--- src/shared/inta_takeover_consts.vh ---
// constants for the acknowledge bus takeover block
// assumes a 50 MHz system clock and backplane inputs already on the pins
`ifndef INTA_TAKEOVER_CONSTS_VH
`define INTA_TAKEOVER_CONSTS_VH
`define CNT_W          2
`define CNT_ZERO       2'h0
`define CNT_ONE        2'h1
`define CNT_TWO        2'h2
`define CASC_W         3
`define CASC_ZERO      3'h0
`define HOLD_NS        60
`define CLK_NS         20
// status kept valid this many cycles after the cpu drops it
`define HOLD_CYC       ((`HOLD_NS + `CLK_NS - 1) / `CLK_NS)
`define HOLD_W         2
`define HOLD_ZERO      2'h0
// sized load value for the stretch counter; keep equal to HOLD_CYC
`define HOLD_LOAD      2'h3
`define ST_IDLE        3'h1
`define ST_FIRST       3'h2
`define ST_TAKE        3'h4
`endif

--- src/design/inta_bus_takeover.v ---
// bus takeover logic for multi-byte interrupt acknowledge sequences
// assumes backplane strobes arrive asynchronously; the cascade code comes
// from the interrupt controller on the same clock
//
// Notes on behaviour
// - later cycles: disable cpu status, drive ack status
// - also drive address, cascade code on A0-A2
// - two-bit counter advances on falling read strobe
// - hold acknowledge blocks counting of dma cycles
// - mode input selects one or two taken cycles
// - stretch early-dropped status for three cycles
`timescale 1ns/1ns
`include "inta_takeover_consts.vh"

// two-flop synchroniser for backplane levels; the first flop may go
// metastable, so only the second one is ever read outside this module
module level_sync #(
    parameter WIDTH = 1
) (
    input  wire             CLK,
    input  wire             RST_B,
    input  wire [WIDTH-1:0] d_in,
    output wire [WIDTH-1:0] q_out
);

    reg [WIDTH-1:0] meta_reg;    // first stage, may settle late
    reg [WIDTH-1:0] stable_reg;  // second stage, safe to read

    // both stages clear to the idle level of the backplane lines
    always @(posedge CLK or negedge RST_B) begin
        if (!RST_B) begin
            meta_reg   <= {WIDTH{1'b0}};
            stable_reg <= {WIDTH{1'b0}};
        end else begin
            meta_reg   <= d_in;
            stable_reg <= meta_reg;
        end
    end

    assign q_out = stable_reg;

endmodule // level_sync

module inta_bus_takeover (
    input  wire        CLK,
    input  wire        RST_B,
    input  wire        DBIN,
    input  wire        HLDA,
    input  wire        CPU_INTA,
    input  wire        THREE_BYTE_MODE,
    input  wire [2:0]  CASCADE_CODE,
    output reg         STATUS_DISABLE_B,
    output reg         INTA_OUT,
    output reg         INTA_OE,
    output reg         ADDR_OE,
    output reg  [2:0]  ADDR_LOW_OUT,
    output reg  [1:0]  CYCLE_COUNT
);

    wire              dbin_s;      // read strobe after two flops
    wire              hlda_s;      // hold acknowledge after two flops
    wire              inta_s;      // cpu acknowledge status after two flops
    wire              mode_s;      // mode strap after two flops
    reg               dbin_q_reg;
    reg [`HOLD_W-1:0] hold_reg;
    reg [2:0]         state_reg;
    reg [2:0]         state_next;
    reg [`CNT_W-1:0]  cnt_reg;
    reg [`CNT_W-1:0]  cnt_next;
    wire              strobe_fall;
    wire              inta_seen;
    wire              take_next;
    wire [`CNT_W-1:0] last_cnt;

    // backplane levels are asynchronous to CLK; each passes two flops
    level_sync #(.WIDTH(1)) u_dbin_sync (
        .CLK   (CLK),
        .RST_B (RST_B),
        .d_in  (DBIN),
        .q_out (dbin_s)
    );

    level_sync #(.WIDTH(1)) u_hlda_sync (
        .CLK   (CLK),
        .RST_B (RST_B),
        .d_in  (HLDA),
        .q_out (hlda_s)
    );

    level_sync #(.WIDTH(1)) u_inta_sync (
        .CLK   (CLK),
        .RST_B (RST_B),
        .d_in  (CPU_INTA),
        .q_out (inta_s)
    );

    // the strap is static, but it still sits on a backplane pin
    level_sync #(.WIDTH(1)) u_mode_sync (
        .CLK   (CLK),
        .RST_B (RST_B),
        .d_in  (THREE_BYTE_MODE),
        .q_out (mode_s)
    );

    // delayed strobe copy for the edge detect; clears low like the idle
    // strobe, so no false falling edge follows reset
    always @(posedge CLK or negedge RST_B) begin
        if (!RST_B) begin
            dbin_q_reg <= 1'b0;
        end else begin
            dbin_q_reg <= dbin_s;
        end
    end

    // trailing strobe edge, ignored while dma holds the bus
    assign strobe_fall = dbin_q_reg & ~dbin_s & ~hlda_s;

    // hold status a few cycles since some cpu cards drop it early
    always @(posedge CLK or negedge RST_B) begin
        if (!RST_B) begin
            hold_reg <= `HOLD_ZERO;
        end else if (inta_s) begin
            hold_reg <= `HOLD_LOAD;
        end else if (hold_reg != `HOLD_ZERO) begin
            hold_reg <= hold_reg - 1'b1;
        end
    end

    assign inta_seen = inta_s | (hold_reg != `HOLD_ZERO);
    assign last_cnt  = mode_s ? `CNT_TWO : `CNT_ONE;
    assign take_next = (state_next == `ST_TAKE);

    // timing of one takeover, in CLK edges after the strobe pin falls:
    //   second edge  the fall is visible past the synchronisers
    //   third edge   state, count and bus drivers switch together
    // idle waits for a first cycle with status present or still held;
    // each counted strobe fall then moves the taken-cycle count on, and
    // the fall that ends the last taken cycle hands both buses back
    // limitation: a strobe level shorter than one clock can be missed,
    // so the backplane strobe must stay high and low one clock or more

    // sequence: wait for first cycle, then own the bus for later ones
    always @* begin
        state_next = state_reg;
        cnt_next   = cnt_reg;
        case (state_reg)
            `ST_IDLE: begin
                cnt_next = `CNT_ZERO;
                if (inta_seen & dbin_s) begin
                    state_next = `ST_FIRST;
                end
            end
            `ST_FIRST: begin
                if (strobe_fall) begin
                    state_next = `ST_TAKE;
                    cnt_next   = `CNT_ONE;
                end else if (!inta_seen && !dbin_s) begin
                    state_next = `ST_IDLE;
                end
            end
            `ST_TAKE: begin
                if (strobe_fall) begin
                    if (cnt_reg == last_cnt) begin
                        state_next = `ST_IDLE;
                        cnt_next   = `CNT_ZERO;
                    end else begin
                        cnt_next = cnt_reg + 1'b1;
                    end
                end
            end
            default: begin
                state_next = `ST_IDLE;
                cnt_next   = `CNT_ZERO;
            end
        endcase
    end

    // state and counter registers
    always @(posedge CLK or negedge RST_B) begin
        if (!RST_B) begin
            state_reg   <= `ST_IDLE;
            cnt_reg     <= `CNT_ZERO;
            CYCLE_COUNT <= `CNT_ZERO;
        end else begin
            state_reg   <= state_next;
            cnt_reg     <= cnt_next;
            CYCLE_COUNT <= cnt_next;
        end
    end

    // status bus takeover; fed from state_next so the pins move on the
    // same edge as the state rather than one cycle behind it
    always @(posedge CLK or negedge RST_B) begin
        if (!RST_B) begin
            STATUS_DISABLE_B <= 1'b1;
            INTA_OUT         <= 1'b0;
            INTA_OE          <= 1'b0;
        end else begin
            STATUS_DISABLE_B <= ~take_next;
            INTA_OUT         <= take_next;
            INTA_OE          <= take_next;
        end
    end

    // address bus takeover with the cascade code on the low lines
    always @(posedge CLK or negedge RST_B) begin
        if (!RST_B) begin
            ADDR_OE      <= 1'b0;
            ADDR_LOW_OUT <= `CASC_ZERO;
        end else begin
            ADDR_OE      <= take_next;
            ADDR_LOW_OUT <= take_next ? CASCADE_CODE : `CASC_ZERO;
        end
    end

endmodule // inta_bus_takeover

--- config.mk ---
export PLATFORM = sky130hd
export DESIGN_NAME = inta_bus_takeover
export DESIGN_NICKNAME = d
export VERILOG_FILES = /design/src/design/inta_bus_takeover.v
export VERILOG_INCLUDE_DIRS = /design/src /design/src/shared
export SDC_FILE = /design/constraint.sdc
export NUM_CORES = 1
export LEC_CHECK = 0
export ABC_AREA = 1
export BUFFER_PORTS_ARGS = -buffer_cell sky130_fd_sc_hd__buf_2
export CORE_MARGIN = 5
export CORE_UTILIZATION = 50
export DETAILED_ROUTE_END_ITERATION = 16
export PLACE_DENSITY_LB_ADDON = 0.08
export SLEW_MARGIN = 20
export SYNTH_ARGS = -nofsm -noshare
export SYNTH_HDL_FRONTEND = slang
export SYNTH_SLANG_ARGS = --single-unit
--- constraint.sdc ---
create_clock -name CLK -period 2.3 [get_ports CLK]
set_input_delay 0.115 -clock CLK [delete_from_list [all_inputs] [get_ports CLK]]
set_output_delay 0.115 -clock CLK [all_outputs]
set_load 0.02 [all_outputs]
### After elaboration in Yosys (flattened, before gate mapping)

Index checks and enable logic that the tools add are counted.

* output and inout bits: 9
* input bits: 9
* register bits after elaboration: 21

* eq/ne operators: 7
* add/subtract/negate cells: 2
* reduce and logical (&&, ||, !) cells: 6
* bitwise gates (word level): 7
* multiplexer cells: 14

Operators by type and width (number)
* $mux 3: 6
* $mux 2: 6
* $pmux 3 s3: 1
* $eq 3x3->1 const B: 2
* $ne 2x2->1 const B: 2
* $pmux 2 s2: 1
* $reduce_bool 2->1: 2
* $and 1x1->1: 3
* $eq 3x1->1 const B: 1
* $eq 3x2->1 const B: 1
* $not 1->1: 3
* $add 2x1->2 const B: 1
* $eq 2x2->1: 1
* $logic_not 1->1: 2
* $reduce_and 2->1: 1
* $sub 2x1->2 const B: 1
* $logic_and 1x1->1: 1
* $or 1x1->1: 1

### Logic depth before layout (Yosys ltp)

* depth in word-level cells: 9
* depth in mapped cells: 7
* depth with buffers taken out: 7

### Cells and area by module

A second synthesis with hierarchy kept.

* cells, all modules: 87
* area, all modules: 860.8 um^2

Modules (own cells, without submodules)
* inta_bus_takeover: cells an instance 79, area each 660.6 um^2, times used 1, seq. area each 327.8 um^2
* level_sync: cells an instance 2, area each 50.0 um^2, times used 4, seq. area each 50.0 um^2

### Worst setup path after synthesis

No wires, ideal clock.

* path type: register to register
* start: register cnt_reg[1]
* end: register ADDR_LOW_OUT[0]
* stages on the path, launching flop included: 7
* slack: 1.244 ns
* path buffers: 0
* arrival: 0.933 ns
* cell sequence: dfrtp_1 -> inv_1 -> nand3_1 -> nand2_1 -> nand2_1 -> nand2_2 -> a21oi_1

* longest elaborated chain between the ends: 6

RTL lines
* start, declared: line inta_bus_takeover.v:68 `` reg [`CNT_W-1:0] cnt_reg; ``
* start signal, assigned: line inta_bus_takeover.v:182 `` cnt_reg <= `CNT_ZERO; ``
* start signal, assigned: line inta_bus_takeover.v:186 `cnt_reg <= cnt_next;`
* $eq 2x2->1: line inta_bus_takeover.v:163 `if (cnt_reg == last_cnt) begin`
* $mux 3: line inta_bus_takeover.v:163
* $mux 3: line inta_bus_takeover.v:162 `if (strobe_fall) begin`
* $pmux 3 s3: line inta_bus_takeover.v:146 `case (state_reg)`
* $eq 3x3->1 (no source line)
* $mux 3 (no source line)
* end signal, assigned: line inta_bus_takeover.v:209 `` ADDR_LOW_OUT <= `CASC_ZERO; ``
* end signal, assigned: line inta_bus_takeover.v:212 `` ADDR_LOW_OUT <= take_next ? CASCADE_CODE : `CASC_ZERO; ``
* end, declared: line inta_bus_takeover.v:56 `output reg [2:0] ADDR_LOW_OUT,`

Every way passes these cells.
A chain may end at the register's enable or synchronous reset.

### Worst setup path in the final report

* start: register state_reg[0]
* end: register cnt_reg[1]

* longest elaborated chain between the ends: 3
* elaborated cells on any way between the ends: 6
* classes of those cells: eq/ne (4); mux (1); reduce/logical (1)

RTL lines
* start, declared: line inta_bus_takeover.v:66 `reg [2:0] state_reg;`
* start signal, assigned: line inta_bus_takeover.v:181 `` state_reg <= `ST_IDLE; ``
* start signal, assigned: line inta_bus_takeover.v:185 `state_reg <= state_next;`
* $eq 3x2->1 or $eq 3x3->1 (tied branches): line inta_bus_takeover.v:146
* $ne 2x2->1 (no source line)
* $reduce_and 2->1 (no source line)

Parallel ways exist; a longest one is shown, timed or not.

==> flow_summary.toml <==
[layout]
multi_input_area_um2 = 224
area_delta_synth_final_pct = 23.6
ff_latch_area_um2 = 528
diodes = 0
n_fill_cell = 119
drive_above_1_share_pct = 25.0
layout.cells.non_filler = 128
fin_nets = 123
fin_area_um2 = 1040

[routing]
dr.pass1.iters = 4
viasPerCell = 4.82
vias = 617
routed_wl_mm = 1.39
detail-route-antenna-nets = 0
drc = 0
wl_per_cell_um = 10.9
drt_iter0_markers = 6

[floorplanning]
die_x_um = 50.9
die_area_um2 = 2600
core-area_um2 = 1540
num_rows = 14
die_height_um = 50.9
initial_core_util_pct = 54.4
ios = 18

[timing]
finalCritPeriodShare_pct = 49.9
setup_violations = 0
fin_hold_ws_ns = 0.294
hold_violations = 0
maxSlewViolCount = 0
rsz0062_at_grt = "false"
tns_ns = 0
tightest_slew_ns = 0.454
relSlewSlack_pct = 69.7
period_needed_ns = 1.15
clock.fmax_mhz = 871
skew_ns = 0.00399

[cts]
insertion_delay_ns = 0.29
cts_made_buffers = 3
cts_max_path_buffers = 2
post_cts_buffers = 0
clock-root-buffer = "clkbuf_4"
clkTransAtPathRegs_ns = 0.11
cts_num_sinks = 21
htreeDepth = 1
cts_tree = "yes"
cts_resized = 0
cts-hold-fix-buffers = 7

[place]
dp_hpwl_um = 986
dpl_cell_area_um2 = 928
gp_congestion = 0.752
placedCellCount = 116
portBuffers = 17

[logic_synthesis]
syn_avg_cell_area_um2 = 9.86
synth_area_leaders = "dfrtp_1, inv_1, dfstp_2"
synth_compound_area_share_pct = 6.72
synth_top_area_cell = "dfrtp_1"
yosysMostFrequentCell = "dfrtp_1"
synth_top_area_share_pct = 56.7
synth-async-reset-ratio_pct = 100
synth_nets = 95
ys_types = 16
syn-cell-area_um2 = 838
synth_ff_type = "dfrtp_1"
syn_inst = 85
yosysSeqAreaShare_pct = 63.0
synth-simple-area-share_pct = 17.5
synth-adder-area-share_pct = 1.49
ys_ff_latch = 21
synth_edf_count = 0
synthTopCellsByCount = "dfrtp_1, inv_1, nand2_1"
ys_warn_count = 0
synth_xor_area_share_pct = 1.04
synth_top_family_by_area = "simple AND/OR/NAND/NOR gates"
synthMuxAreaShare_pct = 0

[global_route]
antenna_found_initial = 0
grt.overflow.total = 0
grt_max_degree = 22
grt_pass1_vias = 623
gr-usage-all-layers_pct = 13.0
grt_pass1_wl_mm = 2.50

[setup_path]
cp.arrival_ns = 1.33
critPathCapture = "cnt_reg[1]"
crit_start = "state_reg[0]"
worstRegToRegCells = 7
reg2reg_from = "state_reg[0]"
rrSetupSlack_ns = 1.15
crit_path_start_kind = "flop"
crit_required_ns = 2.48
setup.worst_path.class = "flop to flop"
endpoint_kind = "flop"
cp_max_fo = 4
r2r-end = "cnt_reg[1]"

[power_and_ir_drop]
vdd_drop_max_uv = 505
power.density_nw_per_um2 = 770
fin_total_pwr_uw = 797
p_leak_uw = 0.000591

[job]
drv_cap = 0

[hold_path]
min_path_type = "input pin to asynchronous set/reset pin"

[status]
outcome = "finished, final reports clean"
-- kinds of logic after synthesis --
| group | count (synthesis) |
|---|---|
| AND/OR/NAND/NOR | 30 |
| buffers and inverters | 21 |
| flip-flops | 21 |
| AO/OA/AOI/OAI | 11 |
| XOR/XNOR | 1 |
| adder cells (fa/ha/maj) | 1 |
-- stage by stage --
stage / util (%) / setup slack [ns]
floorplan: - / 1.24
global placement: 60.2 / 1.18
detailed placement: 60.2 / 1.16
CTS: 66.6 / 1.14
global route: 67.2 / 1.03
finish: 67.2 / 1.15
-- worst min-delay path by stage --
| stage | from | cells after the start | end |
|---|---|---|---|
| finish | RST_B | 2 | u_hlda_sync.meta_reg |
| global route | RST_B | 2 | u_dbin_sync.q_out |
| CTS | CASCADE_CODE[1] | 3 | ADDR_LOW_OUT[1] |
| detailed placement | RST_B | 1 | u_hlda_sync.meta_reg |
| global placement | RST_B | 1 | u_dbin_sync.meta_reg |
| floorplan | RST_B | 0 | ADDR_LOW_OUT[0] |
-- layout make-up --
class                   instances  share of cell area, %
clock inverters                 1                  0.483
well taps                      16                   1.93
multi-input cells              43                   21.6
inverters                      19                   6.88
clock buffers                   3                   2.17
flip-flops and latches         21                   51.0
repair buffers                 25                   15.9
-- cell usage in the layout, fill, tap and decap left out --
cell type / n
dfrtp_1: 19
o22ai_1: 1
dfstp_2: 2
ha_1: 1
xor2_1: 1
inv_2: 1
inv_1: 18
dlygate4sd3_1: 8
nand2_1: 14
nand4_1: 1
buf_2: 17
a21oi_1: 5
clkinv_2: 1
nor3_4: 1
nand2_2: 3
clkbuf_4: 3
nor2_1: 2
o21ai_0: 5
nand3_1: 9
-- layer usage --
metal  up-vias  routed length [µm]  GRT usage, %
met3         2                  82          4.36
met4         0                  18          7.66
met1       286                 615          14.8
met5         -                   0             0
met2        13                 674          20.9
li1        316                   -             -
-- where the power goes --
group	internal [µW]	switching (µW)
Combinational	70.1	111
Clock	64.7	105
Sequential	419	28.0
Total	554	243
-- worst max-delay path: stages, from the launching register on --
cell and delay [ns]:
dfstp_2 0.54, inv_1 0.05, nand3_1 0.13, nand2_1 0.07, nand2_1 0.07, inv_1 0.06, nand2_1 0.05, o21ai_0 0.08
No activity file was read; power rests on OpenSTA's default activity.
